## src/verilog/rdac_pkg.sv

```systemverilog
// rdac_pkg: register map, field positions and reset values for the
// reference dac and comparator control block.
// assumes: a byte-wide register port, two comparators.
package rdac_pkg;

   // ------------------------------------------------------------------
   // sizes
   // ------------------------------------------------------------------
   localparam int NUM_CMP   = 2;
   localparam int ADDR_W    = 4;
   localparam int DATA_W    = 8;

   // ------------------------------------------------------------------
   // register offsets
   // ------------------------------------------------------------------
   localparam logic [3:0] REG_DAC_CONTROL   = 4'h0;
   localparam logic [3:0] REG_DAC_LEVEL     = 4'h1;
   localparam logic [3:0] REG_CMP1_FIRST    = 4'h2;
   localparam logic [3:0] REG_CMP1_SECOND   = 4'h3;
   localparam logic [3:0] REG_CMP2_FIRST    = 4'h4;
   localparam logic [3:0] REG_CMP2_SECOND   = 4'h5;
   localparam logic [3:0] REG_CMP_SHARED    = 4'h6;
   localparam logic [3:0] REG_CMP_IRQ_FLAGS = 4'h7;

   // ------------------------------------------------------------------
   // dac control fields and masks
   // ------------------------------------------------------------------
   localparam int DAC_EN_BIT   = 7;
   localparam int DAC_OE_BIT   = 5;
   localparam int DAC_PSS_LSB  = 2;
   localparam logic [7:0] DAC_CONTROL_MASK  = 8'hac; // en, pin oe, source
   localparam logic [7:0] DAC_CONTROL_RESET = 8'h00;
   localparam logic [7:0] DAC_LEVEL_RESET   = 8'h00;
   localparam logic [1:0] PSS_SUPPLY        = 2'h0;
   localparam logic [1:0] PSS_EXT_REF       = 2'h1;
   localparam logic [1:0] PSS_FIXED_REF     = 2'h2;
   localparam logic [1:0] PSS_RESERVED      = 2'h3;

   // ------------------------------------------------------------------
   // comparator first control register fields
   // ------------------------------------------------------------------
   localparam int CMP_EN_BIT   = 7;
   localparam int CMP_OUT_BIT  = 6;
   localparam int CMP_OE_BIT   = 5;
   localparam int CMP_POL_BIT  = 4;
   localparam int CMP_SP_BIT   = 2;
   localparam int CMP_HYS_BIT  = 1;
   localparam int CMP_SYNC_BIT = 0;
   localparam logic [7:0] CMP_FIRST_MASK  = 8'hb7;
   localparam logic [7:0] CMP_FIRST_RESET = 8'h04;

   // ------------------------------------------------------------------
   // comparator second control register fields
   // ------------------------------------------------------------------
   localparam int CMP_RISE_BIT = 7;
   localparam int CMP_FALL_BIT = 6;
   localparam logic [7:0] CMP_SECOND_MASK  = 8'hf7;
   localparam logic [7:0] CMP_SECOND_RESET = 8'h00;

endpackage : rdac_pkg

```

## src/verilog/rdac_ctrl.sv

```systemverilog
// rdac_ctrl: digital control for an 8-bit reference dac and two analog
// comparators, with pin overrides, gate-timer source and edge flags.
// assumes: analog results arrive asynchronously; the gate timer clock
// arrives as a plain input and is sampled on clk.
//
// Operation
// - dac powered only while enable set
// - dac drives its pin when pin enable set
// - dac pin disables digital driver and input
// - dac pin port read returns zero
// - eight-bit level field picks 256 levels
// - source select codes; reserved code unused
// - wake from sleep keeps dac control
// - reset disables dac, clears level
// - comparator works only while enabled
// - result in own and shared register
// - result on pin needs oe, direction, enable
// - pin enable overrides port latch
// - internal result registered each cycle
// - polarity bit inverts comparator output
// - speed select resets to normal speed
// - hysteresis only while its bit set
// - result offered as gate timer source
// - sync latches on timer clock fall
// - sync uses post-prescaler timer clock
// - timer counts on opposite rising edge
// - enabled edges set sticky flag, sw clears
module rdac_ctrl
   import rdac_pkg::*;
(
   // clock and reset
   input  wire logic                      clk,
   input  wire logic                      resetn,
   // register port
   input  wire logic [rdac_pkg::ADDR_W-1:0] reg_addr,
   input  wire logic [rdac_pkg::DATA_W-1:0] reg_wdata,
   input  wire logic                      reg_write,
   input  wire logic                      reg_read,
   output logic [rdac_pkg::DATA_W-1:0]    reg_rdata,
   // dac analog controls
   output logic                           ref_dac_power_on,
   output logic [7:0]                     ref_dac_level_out,
   output logic [1:0]                     ref_dac_source_out,
   // dac output pin
   input  wire logic                      ref_dac_pin_port_in,
   output logic                           ref_dac_pin_analog_on,
   output logic                           ref_dac_pin_digital_off,
   output logic                           ref_dac_pin_port_read,
   // comparator analog side
   input  wire logic [rdac_pkg::NUM_CMP-1:0] cmp_raw_result,
   output logic [rdac_pkg::NUM_CMP-1:0]   cmp_power_on,
   output logic [rdac_pkg::NUM_CMP-1:0]   cmp_normal_speed,
   output logic [rdac_pkg::NUM_CMP-1:0]   cmp_hysteresis_on,
   output logic [5:0]                     cmp_input_select_1,
   output logic [5:0]                     cmp_input_select_2,
   // comparator pins
   input  wire logic [rdac_pkg::NUM_CMP-1:0] pin_direction_bit,
   input  wire logic [rdac_pkg::NUM_CMP-1:0] port_data_latch,
   output logic [rdac_pkg::NUM_CMP-1:0]   cmp_pin_out,
   output logic [rdac_pkg::NUM_CMP-1:0]   cmp_pin_oe,
   // gate timer and edge flags
   input  wire logic                      gate_timer_clk,
   output logic [rdac_pkg::NUM_CMP-1:0]   cmp_gate_source,
   output logic [rdac_pkg::NUM_CMP-1:0]   cmp_irq_flag
);
   import rdac_pkg::*;

   // ------------------------------------------------------------------
   // decode
   // ------------------------------------------------------------------

   // write strobes per register
   wire wr_dac_ctl = reg_write && (reg_addr == REG_DAC_CONTROL);
   wire wr_dac_lvl = reg_write && (reg_addr == REG_DAC_LEVEL);
   wire wr_flags   = reg_write && (reg_addr == REG_CMP_IRQ_FLAGS);

   function automatic logic [3:0] first_addr(input int idx);
      first_addr = (idx == 0) ? REG_CMP1_FIRST : REG_CMP2_FIRST;
   endfunction : first_addr

   function automatic logic [3:0] second_addr(input int idx);
      second_addr = (idx == 0) ? REG_CMP1_SECOND : REG_CMP2_SECOND;
   endfunction : second_addr

   // ------------------------------------------------------------------
   // dac registers
   // ------------------------------------------------------------------
   logic [7:0] dac_ctl_q;
   logic [7:0] dac_lvl_q;

   // only implemented bits are stored; no sleep path touches these
   always_ff @(posedge clk or negedge resetn) begin
      if (!resetn) begin
         dac_ctl_q <= DAC_CONTROL_RESET;
         dac_lvl_q <= DAC_LEVEL_RESET;
      end else begin
         if (wr_dac_ctl) begin
            dac_ctl_q <= reg_wdata & DAC_CONTROL_MASK;
         end
         if (wr_dac_lvl) begin
            dac_lvl_q <= reg_wdata;
         end
      end
   end

   // dac analog controls
   assign ref_dac_power_on   = dac_ctl_q[DAC_EN_BIT];
   assign ref_dac_level_out  = dac_lvl_q;
   assign ref_dac_source_out = dac_ctl_q[DAC_PSS_LSB +: 2];

   // dac pin: analog path replaces digital driver and input detector
   assign ref_dac_pin_analog_on   = dac_ctl_q[DAC_OE_BIT];
   assign ref_dac_pin_digital_off = dac_ctl_q[DAC_OE_BIT];

   // port read of the dac pin, synchronised before use
   logic dac_pin_s1_q;
   logic dac_pin_s2_q;
   always_ff @(posedge clk or negedge resetn) begin
      if (!resetn) begin
         dac_pin_s1_q <= 1'b0;
         dac_pin_s2_q <= 1'b0;
      end else begin
         dac_pin_s1_q <= ref_dac_pin_port_in;
         dac_pin_s2_q <= dac_pin_s1_q;
      end
   end
   assign ref_dac_pin_port_read =
      dac_pin_s2_q & ~dac_ctl_q[DAC_OE_BIT];

   // ------------------------------------------------------------------
   // gate timer clock: synchronised, falling edge detected on clk
   // ------------------------------------------------------------------
   logic gt_s1_q;
   logic gt_s2_q;
   logic gt_s3_q;
   always_ff @(posedge clk or negedge resetn) begin
      if (!resetn) begin
         gt_s1_q <= 1'b0;
         gt_s2_q <= 1'b0;
         gt_s3_q <= 1'b0;
      end else begin
         gt_s1_q <= gate_timer_clk;
         gt_s2_q <= gt_s1_q;
         gt_s3_q <= gt_s2_q;
      end
   end
   // the timer counts on rising edges, so latching on falling avoids race
   wire gt_fall = gt_s3_q & ~gt_s2_q;

   // ------------------------------------------------------------------
   // per-comparator logic
   // ------------------------------------------------------------------
   logic [7:0] cmp_first  [NUM_CMP];
   logic [7:0] cmp_second [NUM_CMP];
   logic [NUM_CMP-1:0] result;
   logic [NUM_CMP-1:0] flag;

   genvar g;
   generate
      for (g = 0; g < NUM_CMP; g++) begin : g_cmp
         logic [7:0] first_q;
         logic [7:0] second_q;
         logic       raw_s1_q;
         logic       raw_s2_q;
         logic       out_q;
         logic       prev_q;
         logic       sync_q;
         logic       flag_q;
         wire wr_first  = reg_write && (reg_addr == first_addr(g));
         wire wr_second = reg_write && (reg_addr == second_addr(g));
         wire enabled   = first_q[CMP_EN_BIT];
         // disabled comparator reads low before polarity
         wire cmp_raw   = raw_s2_q & enabled;
         wire cmp_d     = cmp_raw ^ first_q[CMP_POL_BIT];
         wire rise      = out_q & ~prev_q;
         wire fall      = ~out_q & prev_q;
         wire hit       = (rise & second_q[CMP_RISE_BIT])
                        | (fall & second_q[CMP_FALL_BIT]);
         wire clr       = wr_flags & reg_wdata[g];

         // control registers
         always_ff @(posedge clk or negedge resetn) begin
            if (!resetn) begin
               first_q  <= CMP_FIRST_RESET;
               second_q <= CMP_SECOND_RESET;
            end else begin
               if (wr_first) begin
                  first_q <= reg_wdata & CMP_FIRST_MASK;
               end
               if (wr_second) begin
                  second_q <= reg_wdata & CMP_SECOND_MASK;
               end
            end
         end

         // analog result synchroniser and per-cycle register
         always_ff @(posedge clk or negedge resetn) begin
            if (!resetn) begin
               raw_s1_q <= 1'b0;
               raw_s2_q <= 1'b0;
               out_q    <= 1'b0;
               prev_q   <= 1'b0;
            end else begin
               raw_s1_q <= cmp_raw_result[g];
               raw_s2_q <= raw_s1_q;
               out_q    <= cmp_d;
               prev_q   <= out_q;
            end
         end

         // timer-synchronised copy and sticky edge flag
         always_ff @(posedge clk or negedge resetn) begin
            if (!resetn) begin
               sync_q <= 1'b0;
               flag_q <= 1'b0;
            end else begin
               if (gt_fall) begin
                  sync_q <= out_q;
               end
               // set wins over a simultaneous clear
               flag_q <= hit | (flag_q & ~clr);
            end
         end

         assign cmp_first[g]  = {first_q[7], out_q, first_q[5:0]};
         assign cmp_second[g] = second_q;
         assign result[g]     = out_q;
         assign flag[g]       = flag_q;

         assign cmp_power_on[g]      = enabled;
         assign cmp_normal_speed[g]  = first_q[CMP_SP_BIT];
         assign cmp_hysteresis_on[g] = first_q[CMP_HYS_BIT];
         // output override ignores enable; pin value needs enable
         assign cmp_pin_oe[g] = first_q[CMP_OE_BIT]
                              & ~pin_direction_bit[g];
         assign cmp_pin_out[g] = first_q[CMP_OE_BIT]
                              ? (cmp_d & enabled)
                              : port_data_latch[g];
         assign cmp_gate_source[g] = first_q[CMP_SYNC_BIT]
                              ? sync_q : out_q;
      end
   endgenerate

   assign cmp_irq_flag       = flag;
   assign cmp_input_select_1 = {cmp_second[0][5:4], 1'b0,
                                cmp_second[0][2:0]};
   assign cmp_input_select_2 = {cmp_second[1][5:4], 1'b0,
                                cmp_second[1][2:0]};

   // ------------------------------------------------------------------
   // read mux, registered: data in the cycle after the strobe
   // ------------------------------------------------------------------
   logic [7:0] rd_mux;
   always_comb begin
      unique case (reg_addr)
         REG_DAC_CONTROL:   rd_mux = dac_ctl_q;
         REG_DAC_LEVEL:     rd_mux = dac_lvl_q;
         REG_CMP1_FIRST:    rd_mux = cmp_first[0];
         REG_CMP1_SECOND:   rd_mux = cmp_second[0];
         REG_CMP2_FIRST:    rd_mux = cmp_first[1];
         REG_CMP2_SECOND:   rd_mux = cmp_second[1];
         REG_CMP_SHARED:    rd_mux = {6'h00, result};
         REG_CMP_IRQ_FLAGS: rd_mux = {6'h00, flag};
         default:           rd_mux = 8'h00;
      endcase
   end

   always_ff @(posedge clk or negedge resetn) begin
      if (!resetn) begin
         reg_rdata <= 8'h00;
      end else begin
         reg_rdata <= reg_read ? rd_mux : 8'h00;
      end
   end

endmodule : rdac_ctrl

```

## config.mk

```make
export PLATFORM = sky130hd
export DESIGN_NAME = rdac_ctrl
export DESIGN_NICKNAME = d
export VERILOG_FILES = /design/src/verilog/rdac_pkg.sv /design/src/verilog/rdac_ctrl.sv
export SDC_FILE = /design/constraint.sdc
export NUM_CORES = 1
export LEC_CHECK = 0
export ABC_CLOCK_PERIOD_IN_PS = 3350
export BUFFER_PORTS_ARGS = -buffer_cell sky130_fd_sc_hd__buf_2
export CORE_MARGIN = 2
export CORE_UTILIZATION = 55
export DETAILED_ROUTE_END_ITERATION = 12
export HOLD_SLACK_MARGIN = 0.1
export PLACE_DENSITY = 0.87
export SLEW_MARGIN = 40
export SYNTH_ARGS = -nofsm -noshare
export SYNTH_HDL_FRONTEND = slang
export SYNTH_SLANG_ARGS = --single-unit
```

## constraint.sdc

```tcl
create_clock -name clk -period 3.35 [get_ports clk]
set_input_delay 0.335 -clock clk [delete_from_list [all_inputs] [get_ports clk]]
set_output_delay 0.335 -clock clk [all_outputs]
set_load 0.02 [all_outputs]
```

==> metrics.csv, run 1 <==
metric,value,unit
RSZ-0062 raised after global routing,false,
Buffers on Ports,69,
Die Width,76.6,microns
Syn Inst Count,214,
Syn. warnings,0,
Setup Buffers After CTS,0,
# setup viols final,0,
register area share after synthesis,0.545,
vias in the first global route,1944,
crit path time final,1770,ps
1st-iter DRT viols,119,
Worst Setup Start Kind,primary input,
setup TNS,0,ps
die height,76.6,microns
clock buffer depth,2,
gr usage total,0.226,
layout cell share with drive strength beyond 1,0.507,
global-route wire length before repair,10100,microns
DRT Wirelength,6000,microns
f_max,564,MHz
CTS root buffer,clkbuf_8,
register bit count reported by yosys,63,
CP Max Fanout,15,
Hold WC Path Type,in -> reg,
"commonest non-fill, non-tap cells in the layout","68 x buf_2, 61 x dfrtp_1, 42 x mux2_2",
Routed Antenna Nets,0,
Die ar.,5860,sq um
via/cell ratio,5.42,
CTS tree,done,
total grt overflow,0,
WHS,107,ps
Slew Limit Fails,0,
Crit-path slowest cell,or3b_1,
Syn-to-layout area delta,16.8,%
Leakage,1.63,nW
diode count,0,
WL/cell,17.2,microns
"commonest non-fill, non-tap cell in the layout",buf_2,
Crit path top cell by count,or3b_1,
clock slew at reported path FFs,60,ps
DR pass1 iterations,4,
synth unique cells,38,
Via Count,1887,
period utilisation layout,0.529,
CP peak stage delay,590,ps
CTS Buf Count,9,
fin nets,297,
drt drc,0,
Worst Skew,5.92,ps
initial antenna violation count,0,
Setup CP Type,in -> reg,
Rows,26,
Tightest Pin Transition,624,ps
CP arrival,1990,ps
Fillers,393,
routability cong.,0.820,
Avg Synthesized Cell Area,13.5,sq um
Final Util,0.662,
Initial Util,0.567,
H-tree Lvls,3,
core area,5110,sq um
CTS Sinks,63,
clk_lat worst skew,340,ps
Final Hold Vio Count,0,
P per Cell Area,672,nW/um^2
IO Count,72,
Mapped Area,2900,sq um
CP required,3570,ps
Power Total,2.27,mW
run status,completed,
Placed Instances,328,
crit path capture type,register,
maximum VDD drop,0.374,mV
post-route insts no fill,348,
largest net degree at the start of global routing,51,
post-DP HPWL,4200,microns
Max-slew headroom,0.584,
cells along the critical path,"buf_2, or3b_1, or3b_1, mux2_4",
Max Cap Viol,0,
==> routing by layer <==
metal,wire [microns],GRT usage,vias up
li1,-,-,865
met1,2620,0.311,932
met2,2840,0.342,74
met3,378,0.0521,16
met4,159,0.107,0
met5,0,0,-
==> Yosys cell counts (all sizes together) <==
cell | number | area share
and2 | 1 | 0.0022
mux4 | 3 | 0.023
o2bb2ai | 2 | 0.0060
inv | 3 | 0.0039
nand4 | 1 | 0.0022
or3b | 2 | 0.0060
nand2b | 3 | 0.0065
and4 | 1 | 0.0030
nand2 | 6 | 0.0078
dfrtp | 61 | 0.53
clkbuf | 3 | 0.0039
nor4b | 1 | 0.0030
and3 | 1 | 0.0022
nor2 | 3 | 0.0048
conb | 1 | 0.0013
dfstp | 2 | 0.018
a21oi | 3 | 0.0052
or3 | 3 | 0.0065
mux2 | 48 | 0.19
a21boi | 1 | 0.0026
nand3 | 7 | 0.012
a2111o | 1 | 0.0039
a31oi | 4 | 0.0086
a2bb2oi | 1 | 0.0030
nor4bb | 1 | 0.0035
nor2b | 9 | 0.019
a211o | 1 | 0.0030
and3b | 2 | 0.0060
a31o | 2 | 0.0060
xnor2 | 2 | 0.0060
nand4b | 1 | 0.0030
buf | 25 | 0.064
a221o | 2 | 0.0069
mux2i | 7 | 0.024
==> worst max-delay path: cells and delay by family <==
| family | cells | cell delay, ps |
|---|---|---|
| multiplexers | 1 | 370 |
| buffers and inverters | 1 | 250 |
| AND/OR/NAND/NOR | 2 | 1020 |
==> sequential cells by signal, summed over array words and instances (netlist names), 4 cells and up <==
signal and flops:
g_cmp.second_q 14, ref_dac_level_out 8, dac_ctl_q 4, g_cmp.first_q 12, reg_rdata 8
==> stage by stage <==
stage          worst slack [ps]  cell area [sq um]
6_report                   1580               3380
5_1_grt                    1530               3380
4_1_cts                    1590               3380
3_5_place_dp               1230               3150
3_3_place_gp               1290               3150
2_1_floorplan              1570               2900
==> power by group <==
part / leakage [nW] / internal, mW / total (mW) / switching (mW)
registers: 0.768 / 0.917 / 1.05 / 0.133
clock network: 0.100 / 0.360 / 0.636 / 0.276
logic: 0.766 / 0.279 / 0.587 / 0.309
total: 1.63 / 1.56 / 2.27 / 0.718
==> cell families (layout without fill, tap and decap cells) <==
family | Yosys count | in the layout | synth area share
muxes | 58 | 58 | 0.242
other | 1 | 2 | 0.00129
buffers and inverters | 31 | 94 | 0.0721
AOI/OAI and AO/OA | 17 | 17 | 0.0454
and+or+nand+nor | 42 | 42 | 0.0881
DFF | 63 | 63 | 0.545
xor gates and xnor gates | 2 | 2 | 0.00605
==> what timing repair did <==
action,CTS,global route
endpoints found under the hold margin,50,0
resized for setup,0,0
hold buffers,4,0
==> area by class of cell <==
cell class / count / area, sq um / area share
Inverter: 3 / 11.3 / 0.00333
Clock buffer: 12 / 145 / 0.0429
Multi-Input combinational cell: 121 / 1110 / 0.329
Tap cell: 70 / 87.6 / 0.0259
Clock inverter: 4 / 45.0 / 0.0133
Timing Repair Buffer: 75 / 403 / 0.119
Sequential cell: 63 / 1580 / 0.467
==> worst paths after layout <==
kind | from | to | slack (ps) | cells after the start
setup / recovery | reg_addr[2] | g_cmp[1].first_q[5] | 1580 | 4
hold / removal | ref_dac_pin_port_in | dac_pin_s1_q | 110 | 1
setup reg to reg | g_cmp[0].out_q | reg_rdata[0] | 2150 | 3
hold reg to reg | dac_pin_s1_q | dac_pin_s2_q | 350 | 0
max in group asynchronous | resetn | g_cmp[1].first_q[2] | 2140 | 3
min in group asynchronous | resetn | g_cmp[1].second_q[4] | 550 | 2
No activity file was read; power rests on OpenSTA's default activity.
==> run 2: changes to the inputs <==
ABC_CLOCK_PERIOD_IN_PS = 1780   (was 3350)
CORE_UTILIZATION = 53   (was 55)
PLACE_DENSITY = 0.84   (was 0.87)
clock period = 1.78 ns   (was 3.35 ns; I/O delays follow)
==> run 2 against run 1 <==
  * Clock power up 70%
  * Sequential cell count unchanged
  * Non-clock buffer count up 17
  * Combinational power up 93%
  * Sequential power up 89%
  * Die area up 3.6%
  * First-iteration DRC count up 3.4%
  * Global-route usage down 1.1 points
  * Critical endpoint is now cmp_pin_out[1]
==> metrics.csv, run 2 (same netlist as run 1, synthesis figures left out) <==
metric,value,unit,change
run status,completed,,
Placed Instance Area,3270,sq um,+3.7%
1st-iter DRT viols,123,,+3.4%
CTS root buffer,clkbuf_8,,
register area,1580,sq um,unchanged
CP arrival,1420,ps,-570 ps
CTS Sinks,63,,unchanged
Rows,26,,unchanged
WL/cell,16.7,microns,-2.9%
Hold WC Path Type,in -> reg,,
IO Count,72,,unchanged
layout cell share with drive strength beyond 1,0.515,,+0.00806
maximum VDD drop,0.815,mV,+120%
Final Util,0.674,,+0.0116
CP peak stage delay,430,ps,-160 ps
H-tree Lvls,3,,unchanged
"commonest non-fill, non-tap cells in the layout","69 x buf_2, 61 x dfrtp_1, 42 x mux2_2",,
Die ar.,6070,sq um,+3.6%
drt drc,0,,unchanged
Buffers on Ports,69,,unchanged
DR pass1 iterations,4,,unchanged
post-cts resize count,0,,unchanged
post-DP HPWL,4400,microns,+4.7%
via/cell ratio,5.50,,+1.5%
Setup CP Type,reg -> out,,
routability cong.,0.884,,+7.7%
Crit-path slowest cell,dfrtp_1,,
Fillers,385,,-2.0%
total grt overflow,0,,unchanged
DRT Wirelength,6110,microns,+1.9%
# setup viols final,0,,unchanged
global-route wire length before repair,9890,microns,-2.3%
clock buffer depth,2,,unchanged
Slew Limit Fails,0,,unchanged
Max Cap Viol,0,,unchanged
P per Cell Area,1190,nW/um^2,+77%
Via Count,2008,,+6.4%
f_max,626,MHz,
fin nets,314,,+5.7%
CP Max Fanout,5,,-10
Routed Antenna Nets,0,,unchanged
crit path capture type,primary output,,
Worst Setup Start Kind,register,,
largest net degree at the start of global routing,64,,+25%
core area,5200,sq um,+1.9%
Syn-to-layout area delta,21.1,%,
Initial Util,0.556,,-0.0106
CP required,1600,ps,-1970 ps
period utilisation layout,0.898,,
vias in the first global route,1961,,+0.87%
CTS tree,done,,
gr usage total,0.215,,-0.0114
Top Registers,"g_cmp.second_q: 14 flops, g_cmp.first_q: 12 flops",,
design area,3510,sq um,+3.7%
Die Width,77.9,microns,+1.8%
clk_lat worst skew,330,ps,about the same
"commonest non-fill, non-tap cell in the layout",buf_2,,
cells along the critical path,"nand2_1, xnor2_1, a31o_2, buf_2",,
Largest register FFs,14,,unchanged
Worst Skew,3.24,ps,-2.67 ps
CTS Buf Count,9,,unchanged
clock slew at reported path FFs,60,ps,about the same
Final Hold Vio Count,0,,unchanged
diode count,0,,unchanged
multi-input logic area,1110,sq um,unchanged
RSZ-0062 raised after global routing,false,,
setup TNS,0,ps,unchanged
Top reg by flops,g_cmp.second_q,,
die height,77.9,microns,+1.8%
post-route insts no fill,365,,+4.9%
Placed Instances,342,,+4.3%
Power Total,4.18,mW,+84%
initial antenna violation count,0,,unchanged
Leakage,1.70,nW,+4.2%
crit path time final,1600,ps,
-- run 2: worst paths after layout --
kind / endpoint / slack, ps / cells past startpoint / from
worst max-delay path: cmp_pin_out[1] / 180 / 4 / g_cmp[1].first_q[7]
worst min-delay path: g_cmp[1].first_q[4] / 150 / 2 / reg_wdata[4]
worst max register to register: reg_rdata[7] / 600 / 3 / g_cmp[1].first_q[7]
worst min register to register: dac_pin_s2_q / 350 / 0 / dac_pin_s1_q
max in group asynchronous: g_cmp[0].first_q[2] / 1090 / 3 / resetn
min in group asynchronous: ref_dac_level_out[4] / 380 / 3 / resetn
-- run 2: power by group --
part / switching (mW) / internal (mW) / total, mW
logic: 0.584 / 0.542 / 1.13
clock network: 0.493 / 0.585 / 1.08
registers: 0.248 / 1.73 / 1.98
-- run 2: repair_timing --
action / CTS / global route
endpoints found under the hold margin: 67 / 1
setup buffers: 0 / 0
hold buffers: 6 / 1
setup endpoints to repair: 0 / 0
-- run 2: routing by layer --
metal | track usage | up-vias | share of wire
li1 | - | 912 | -
met5 | 0 | - | 0
met2 | 0.332 | 86 | 0.48
met4 | 0.0912 | 0 | 0.026
met3 | 0.0616 | 14 | 0.060
met1 | 0.285 | 996 | 0.43
-- run 2: layout make-up --
class | count | share of cell area
flip-flops and latches | 63 | 0.450
multi-input cells | 121 | 0.317
well taps | 70 | 0.0250
inverters | 3 | 0.00321
clock buffers | 16 | 0.0485
repair buffers | 92 | 0.156
-- run 2: worst max-delay path, delay by kind of cell, from the launching register on --
kind	cells	cell delay, ps
AO/OA/AOI/OAI	1	250
XOR/XNOR	1	160
buffers and inverters	1	150
flip-flops	1	430
AND/OR/NAND/NOR	1	100
-- run 2: metrics by stage --
step | hold slack (ps) | setup slack (ps)
2_1_floorplan | -118 | 158
3_3_place_gp | 208 | 71.7
3_5_place_dp | 213 | 52.2
4_1_cts | 101 | 178
5_1_grt | 136 | 129
6_report | 148 | 182
